$ cat config.mk
export PLATFORM = sky130hd
export DESIGN_NAME = vfs_top
export DESIGN_NICKNAME = d
export VERILOG_FILES = /design/src/inc/vfs_pkg.sv /design/src/rtl/vfs_top.sv /design/src/rtl/vfs_valve_timer.sv
export SDC_FILE = /design/constraint.sdc
export NUM_CORES = 1
export LEC_CHECK = 0
export BUFFER_PORTS_ARGS = -buffer_cell sky130_fd_sc_hd__buf_2
export CAP_MARGIN = 40
export CORE_ASPECT_RATIO = 0.5
export CORE_MARGIN = 10
export CORE_UTILIZATION = 55
export DETAILED_ROUTE_END_ITERATION = 10
export HOLD_SLACK_MARGIN = 0.06
export PLACE_DENSITY = 0.78
export SLEW_MARGIN = 20
export SYNTH_ARGS = -nofsm -noshare
export SYNTH_HDL_FRONTEND = slang
export SYNTH_HIERARCHICAL = 1
export SYNTH_SLANG_ARGS = --single-unit
$ cat constraint.sdc
create_clock -name clk -period 1.8 [get_ports clk]
set_clock_uncertainty 0.2 [all_clocks]
set_input_delay 0.36 -clock clk [delete_from_list [all_inputs] [get_ports clk]]
set_output_delay 0.36 -clock clk [all_outputs]
set_load 0.05 [all_outputs]
$ cat src/inc/vfs_pkg.sv
// Shared constants of the valve fault supervisor.
// Assumes a one-second tick pulse from the system timebase.
package vfs_pkg;
  // ****************************************
  // Valve running time
  // ****************************************
  localparam int VALVE_RUN_S = 300;
  localparam int TICK_PERIOD_S = 1;
  localparam int RUN_TICKS = VALVE_RUN_S / TICK_PERIOD_S;
  // ****************************************
  // Analogue read-back of the bypass valve
  // ****************************************
  localparam int CODE_W = 12;
  localparam int FULL_SCALE_MV = 10000;
  localparam int FULL_SCALE_CODE = 4095;
  localparam int DEV_LIMIT_MV = 1800;
  // ****************************************
  // Synchronised pin positions
  // ****************************************
  localparam int PIN_PUMP_FAULT = 0;
  localparam int PIN_ESTOP_OK = 1;
  localparam int PIN_CHG_LOWTEMP = 2;
  localparam int PIN_CHG_AC = 3;
  localparam int PIN_REF_OPEN = 4;
  localparam int PIN_REF_CLOSED = 5;
  localparam int PIN_BP_OPEN = 6;
  localparam int PIN_BP_CLOSED = 7;
  localparam int PIN_COUNT = 8;
  // ****************************************
  // Reset values
  // ****************************************
  localparam logic RST_ALARM = 1'b0;
  localparam logic RST_DRIVE = 1'b0;
  localparam logic [PIN_COUNT-1:0] RST_PINS = 8'h02;
endpackage : vfs_pkg

$ cat src/rtl/vfs_top.sv
// Alarm supervision of air conditioning and gas cooler bypass valves.
// Assumes field inputs are asynchronous, commands and analogue codes are on clk.
// Notes on behaviour
// - Pump fault alarms and closes refrigerant valve.
// - Changeover valve mismatch for 300 s faults.
// - Refrigerant valve mismatch for 300 s faults.
// - Emergency stop de-energised stops air conditioning.
// - Parameter violation blocks and flags bypass.
// - Switched bypass valve mismatch 300 s faults.
// - Analogue bypass deviation 1.8 V faults.
`timescale 1ns/1ps
module vfs_top #(
  parameter int RUN_TICKS = vfs_pkg::RUN_TICKS,
  parameter int CODE_W = vfs_pkg::CODE_W
) (
  // Clock, reset, timebase
  input wire logic clk,
  input wire logic rstn,
  input wire logic ce,
  input wire logic tick_1s,
  // Field inputs, asynchronous
  input wire logic pump_fault_pin,
  input wire logic estop_ac_ok_pin,
  input wire logic chg_fb_lowtemp_pin,
  input wire logic chg_fb_ac_pin,
  input wire logic ref_fb_open_pin,
  input wire logic ref_fb_closed_pin,
  input wire logic bp_fb_open_pin,
  input wire logic bp_fb_closed_pin,
  // Commands from control logic
  input wire logic ac_request,
  input wire logic chg_cmd_ac,
  input wire logic ref_open_request,
  input wire logic bp_param_violation,
  input wire logic bp_analog_mode,
  input wire logic bp_open_request,
  input wire logic [CODE_W-1:0] bp_ctrl_code,
  input wire logic [CODE_W-1:0] bp_readback_code,
  input wire logic alarm_clear,
  // Actuation
  output logic ac_enable,
  output logic ref_valve_open,
  output logic bp_valve_open,
  output logic [CODE_W-1:0] bp_ctrl_out,
  // Alarms
  output logic alarm_pump,
  output logic alarm_estop,
  output logic alarm_chg_valve,
  output logic alarm_ref_valve,
  output logic alarm_bp_disabled,
  output logic alarm_bp_valve
);
  localparam int NP = vfs_pkg::PIN_COUNT;

  // Refused at elaboration, the deviation products are sized for 16 bits
  if (CODE_W < 2 || CODE_W > 16) begin : g_bad_code
    $error("CODE_W must lie in 2..16");
  end

  // ****************************************
  // Pin synchronisers
  // ****************************************
  logic [NP-1:0] pins;
  logic [NP-1:0] sync1_r;
  logic [NP-1:0] sync2_r;
  assign pins = {bp_fb_closed_pin, bp_fb_open_pin, ref_fb_closed_pin, ref_fb_open_pin,
                 chg_fb_ac_pin, chg_fb_lowtemp_pin, estop_ac_ok_pin, pump_fault_pin};

  genvar gi;
  generate
    for (gi = 0; gi < NP; gi++) begin : g_sync
      always_ff @(posedge clk or negedge rstn) begin
        if (!rstn) begin
          sync1_r[gi] <= vfs_pkg::RST_PINS[gi];
          sync2_r[gi] <= vfs_pkg::RST_PINS[gi];
        end else if (ce) begin
          sync1_r[gi] <= pins[gi];
          sync2_r[gi] <= sync1_r[gi];
        end
      end
    end
  endgenerate

  logic pump_flt;
  logic estop_ok;
  assign pump_flt = sync2_r[vfs_pkg::PIN_PUMP_FAULT];
  assign estop_ok = sync2_r[vfs_pkg::PIN_ESTOP_OK];

  // ****************************************
  // Analogue deviation
  // ****************************************
  // Compared in millivolt products to avoid rounding the limit to a code
  function automatic logic dev_too_big(input logic [CODE_W-1:0] a, input logic [CODE_W-1:0] b);
    logic [CODE_W-1:0] d;
    logic [31:0] lhs;
    logic [31:0] rhs;
    d = (a > b) ? (a - b) : (b - a);
    lhs = 32'(d) * 32'(vfs_pkg::FULL_SCALE_MV);
    rhs = 32'(vfs_pkg::DEV_LIMIT_MV) * 32'(vfs_pkg::FULL_SCALE_CODE);
    return lhs >= rhs;
  endfunction : dev_too_big

  logic dev_big;
  assign dev_big = dev_too_big(bp_ctrl_code, bp_readback_code);

  // ****************************************
  // Valve timers
  // ****************************************
  logic chg_timeout;
  logic ref_timeout;
  logic bp_timeout;
  logic bp_dig_active;
  logic ref_open_r, ref_open_nxt;
  logic bp_open_r, bp_open_nxt;

  vfs_valve_timer #(.RUN_TICKS(RUN_TICKS)) u_chg_timer (
    .clk(clk),
    .rstn(rstn),
    .ce(ce),
    .tick(tick_1s),
    .active(1'b1),
    .cmd_open(chg_cmd_ac),
    .fb_open(sync2_r[vfs_pkg::PIN_CHG_AC]),
    .fb_closed(sync2_r[vfs_pkg::PIN_CHG_LOWTEMP]),
    .timeout(chg_timeout)
  );

  // Compared against the drive actually sent, not the request
  vfs_valve_timer #(.RUN_TICKS(RUN_TICKS)) u_ref_timer (
    .clk(clk),
    .rstn(rstn),
    .ce(ce),
    .tick(tick_1s),
    .active(1'b1),
    .cmd_open(ref_open_r),
    .fb_open(sync2_r[vfs_pkg::PIN_REF_OPEN]),
    .fb_closed(sync2_r[vfs_pkg::PIN_REF_CLOSED]),
    .timeout(ref_timeout)
  );

  assign bp_dig_active = !bp_analog_mode && !bp_param_violation;

  vfs_valve_timer #(.RUN_TICKS(RUN_TICKS)) u_bp_timer (
    .clk(clk),
    .rstn(rstn),
    .ce(ce),
    .tick(tick_1s),
    .active(bp_dig_active),
    .cmd_open(bp_open_r),
    .fb_open(sync2_r[vfs_pkg::PIN_BP_OPEN]),
    .fb_closed(sync2_r[vfs_pkg::PIN_BP_CLOSED]),
    .timeout(bp_timeout)
  );

  // ****************************************
  // Actuation and alarms
  // ****************************************
  logic ac_en_r, ac_en_nxt;
  logic [CODE_W-1:0] bp_ctrl_r, bp_ctrl_nxt;
  logic al_pump_r, al_pump_nxt;
  logic al_estop_r, al_estop_nxt;
  logic al_chg_r, al_chg_nxt;
  logic al_ref_r, al_ref_nxt;
  logic al_bpdis_r, al_bpdis_nxt;
  logic al_bpv_r, al_bpv_nxt;
  logic bp_analog_err;

  assign bp_analog_err = bp_analog_mode && !bp_param_violation && dev_big;

  always_comb begin
    al_pump_nxt = pump_flt;
    al_estop_nxt = !estop_ok;
    ac_en_nxt = ac_request && estop_ok;
    // Open feeds the exchanger; a pump fault or stop forces the bypass path
    ref_open_nxt = ref_open_request && ac_en_nxt && !pump_flt;
    al_bpdis_nxt = bp_param_violation;
    bp_open_nxt = bp_open_request && !bp_param_violation && !bp_analog_mode;
    bp_ctrl_nxt = (bp_param_violation || !bp_analog_mode) ? '0 : bp_ctrl_code;
    // Valve faults latch; a new cause wins over a clear in the same cycle
    al_chg_nxt = chg_timeout || (al_chg_r && !alarm_clear);
    al_ref_nxt = ref_timeout || (al_ref_r && !alarm_clear);
    al_bpv_nxt = bp_timeout || bp_analog_err || (al_bpv_r && !alarm_clear);
  end

  always_ff @(posedge clk or negedge rstn) begin
    if (!rstn) begin
      ac_en_r <= vfs_pkg::RST_DRIVE;
      ref_open_r <= vfs_pkg::RST_DRIVE;
      bp_open_r <= vfs_pkg::RST_DRIVE;
      bp_ctrl_r <= '0;
      al_pump_r <= vfs_pkg::RST_ALARM;
      al_estop_r <= vfs_pkg::RST_ALARM;
      al_chg_r <= vfs_pkg::RST_ALARM;
      al_ref_r <= vfs_pkg::RST_ALARM;
      al_bpdis_r <= vfs_pkg::RST_ALARM;
      al_bpv_r <= vfs_pkg::RST_ALARM;
    end else if (ce) begin
      ac_en_r <= ac_en_nxt;
      ref_open_r <= ref_open_nxt;
      bp_open_r <= bp_open_nxt;
      bp_ctrl_r <= bp_ctrl_nxt;
      al_pump_r <= al_pump_nxt;
      al_estop_r <= al_estop_nxt;
      al_chg_r <= al_chg_nxt;
      al_ref_r <= al_ref_nxt;
      al_bpdis_r <= al_bpdis_nxt;
      al_bpv_r <= al_bpv_nxt;
    end
  end

  assign ac_enable = ac_en_r;
  assign ref_valve_open = ref_open_r;
  assign bp_valve_open = bp_open_r;
  assign bp_ctrl_out = bp_ctrl_r;
  assign alarm_pump = al_pump_r;
  assign alarm_estop = al_estop_r;
  assign alarm_chg_valve = al_chg_r;
  assign alarm_ref_valve = al_ref_r;
  assign alarm_bp_disabled = al_bpdis_r;
  assign alarm_bp_valve = al_bpv_r;
endmodule : vfs_top

$ cat src/rtl/vfs_valve_timer.sv
// Running-time supervision of one valve with two end-position feedbacks.
// Assumes synchronised feedbacks and a tick pulse on clk.
`timescale 1ns/1ps
module vfs_valve_timer #(
  parameter int RUN_TICKS = vfs_pkg::RUN_TICKS
) (
  // Clock and reset
  input wire logic clk,
  input wire logic rstn,
  input wire logic ce,
  input wire logic tick,
  // Valve
  input wire logic active,
  input wire logic cmd_open,
  input wire logic fb_open,
  input wire logic fb_closed,
  output logic timeout
);
  localparam int CW = $clog2(RUN_TICKS + 1);
  localparam logic [CW-1:0] LIMIT = CW'(RUN_TICKS);

  // Refused at elaboration, a zero running time would fault at once
  if (RUN_TICKS < 1) begin : g_bad_run
    $error("RUN_TICKS must be at least 1");
  end

  logic [CW-1:0] cnt_r;
  logic [CW-1:0] cnt_nxt;
  logic timeout_r;
  logic timeout_nxt;
  logic agree;

  // A valve is in position only with exactly the commanded switch made
  assign agree = cmd_open ? (fb_open && !fb_closed) : (fb_closed && !fb_open);
  assign timeout = timeout_r;

  always_comb begin
    cnt_nxt = cnt_r;
    if (!active || agree) begin
      cnt_nxt = '0;
    end else if (tick && cnt_r != LIMIT) begin
      cnt_nxt = cnt_r + CW'(1);
    end
    timeout_nxt = active && !agree && (cnt_nxt == LIMIT);
  end

  always_ff @(posedge clk or negedge rstn) begin
    if (!rstn) begin
      cnt_r <= '0;
      timeout_r <= 1'b0;
    end else if (ce) begin
      cnt_r <= cnt_nxt;
      timeout_r <= timeout_nxt;
    end
  end
endmodule : vfs_valve_timer

==> flow_summary.yaml <==
die:
  die_area_um2: 17300
  coreArea_um2: 11900
  initial_core_util_pct: 56.5
  io_pins: 64
  die-width_um: 176
  rows: 28
  die_y_um: 98.1
worst_setup_path:
  r2r_end: "u_bp_timer/cnt_r[2]"
  required_ns: 1.82
  startpoint_type: "input pin"
  slowest_delay_ns: 0.55
  r2r_setup_slack_ns: -0.13
  end_kind: "flop"
  reg2reg_from: "u_bp_timer/cnt_r[1]"
  cp_slowest_cell: "fa_1"
  cpMostUsedCell: "ha_4"
  reg2reg_depth: 7
  critical_path_peak_fanout: 6
  cp.arrival_ns: 6.75
  critical_path_class: "input pin to flop"
clock_tree:
  h-tree-depth: 3
  cts_tree: "done"
  cts_buffers: 9
  clockRootBuffer: "clkbuf_16"
  clk_latency_ns: 0.34
  clock-sinks: 67
  clk_pin_slew_ns: 0.06
  cts_max_path_buffers: 2
detailed_routing:
  first_iter_violations: 892
  drtPass1Iterations: 5
  wl_met2_um: 13000
  wl_met1_um: 9690
  viasPerCell: 6.46
  wl_met3_um: 2220
  top_layer: "met4"
  drc: 0
  finalWirelength_um: 27000
  num_vias: 7541
  post_drt_wl_per_cell_um: 23.1
  final_antenna_net_count: 0
cells_and_area:
  finalNonFillerCells: 1168
  layout-drive-gt1-share_pct: 43.4
  fill_cells: 539
  multi_input_area_um2: 5300
  syn2layout_area_growth_pct: 47.3
  fin_area_um2: 9890
  fin_nets: 1151
  seq_area_um2: 1690
place:
  dp.final_hpwl_um: 13800
  place_inst: 1102
  io_buffers: 63
  placed_area_um2: 8450
  gp_congestion: 0.900
run_status:
  status: "finished, violations left"
  violations: "negative setup slack"
synthesis:
  synth_common_cells: "133 x inv_1, 87 x ha_1, 65 x dfrtp_1"
  ys.flop_type: "dfrtp_1"
  syn_inst: 751
  syn-cell-area_um2: 6710
  ys_seq_area_share_pct: 25.0
  synth.area.top_cells: "dfrtp_1 24%, ha_1 16%, inv_1 7.4%"
  avgSynthCellArea_um2: 8.94
  yosysMostFrequentCell: "inv_1"
  synth-seq-cells: 67
  synth_top_cell_by_area: "dfrtp_1"
  synth_top_area_share_pct: 24.2
  yosysWarningCount: 6
  ys_types: 70
  synthArstFlopShare_pct: 100
  synth_edf_count: 0
timing:
  holdWs_ns: 0.0598
  rsz0062_at_grt: "yes"
  hold_viol: 0
  setup_ws_ns: -4.93
  fin_crit_sh_pct: 374
  maxSlewViolCount: 0
  finalSetupViolations: 21
  clock.fmax_ghz: 0.149
  min_period_ns: 6.73
global_route:
  grt_pass1_vias: 7059
  track_usage_pct: 23.7
  grt_max_degree: 37
  grt_pass1_wl_um: 34400
  antenna_found_initial: 1
  overflow: 0
hold_path:
  min_path_cells: 2
  hold_end: "sync1_r[3]"
  worstHoldStart: "chg_fb_ac_pin"
  worst_hold_path_type: "input pin to flop"
job:
  drv_cap: 0
layer usage:
metal / vias to the layer above / GRT usage [%]
met5: - / 0
met4: 0 / 9.07
met3: 221 / 4.27
met2: 606 / 43.7
met1: 3610 / 26.7
li1: 3104 / -
through the flow:
stage / setup TNS [ns] / setup WS, ns / util, %
2_1_floorplan: -4.69 / -4.69 / -
3_3_place_gp: -5.05 / -4.99 / 71.2
3_5_place_dp: -5.57 / -5.12 / 71.2
4_1_cts: -4.67 / -4.51 / 78.8
5_1_grt: -7.11 / -5.09 / 83.3
6_report: -6.25 / -4.93 / 83.3
what timing repair did:
action / in CTS / in global routing
endpoints found under the setup margin: 12 / 27
pin swaps: 52 / 60
gates cloned: 1 / 0
gates resized for setup: 57 / 88
buffers inserted: 31 / 15
hold endpoints to repair: 37 / 0
hold buffers: 6 / 0
critical path: cells and delay by family:
kind            cells  cell delay, ns
compound gates      7            1.31
xor+xnor            1            0.13
simple gates        7            1.19
fa+ha+maj           8            2.60
buf+inv             9            0.78
mux                 1            0.35
area by class of cell:
class	instances	share of cell area, %
clock buffer	11	2.45
clock inverter	5	0.860
timing repair buffer	248	18.7
multi-input combinational	538	53.6
inverter	133	5.18
sequential	67	17.1
tap	165	2.09
antenna	1	0.0253
kinds of logic after synthesis:
kind of cell,share of synthesized area (%)
buf+inv,8.63
mux,6.25
simple gates,15.3
compound gates,17.4
other cells,0.0559
flops,25.0
fa+ha+maj,23.4
xor+xnor,4.01
cell usage in the layout, fill, tap and decap left out, drive strengths merged, types with 13 or more instances in the layout:
cell type / count
nand3: 18
nor2b: 13
a21oi: 42
o21ai: 58
fa: 24
nor2: 21
buf: 242
nand4: 14
nand2: 52
inv: 134
dfrtp: 65
ha: 87
mux2: 28
xnor2: 17
flip-flops by register name, summed over array words and instances, names as in the netlist, 6 cells and up:
signal,count
bp_ctrl_out,12
sync1_r,8
sync2_r,6
u_bp_timer/cnt_r,9
u_chg_timer/cnt_r,9
u_ref_timer/cnt_r,9
worst max-delay path by stage:
stage / end / from / slack (ns)
2_1_floorplan: alarm_bp_valve / bp_ctrl_code[0] / -4.69
5_1_grt: alarm_bp_valve / bp_ctrl_code[0] / -5.09
3_3_place_gp: alarm_bp_valve / bp_ctrl_code[0] / -4.99
6_report: alarm_bp_valve / bp_ctrl_code[0] / -4.93
4_1_cts: alarm_bp_valve / bp_ctrl_code[0] / -4.51
3_5_place_dp: alarm_bp_valve / bp_ctrl_code[0] / -5.12
Power is not shown: default switching activity piles up to over one toggle a cycle in this logic, so the estimate is an artifact.
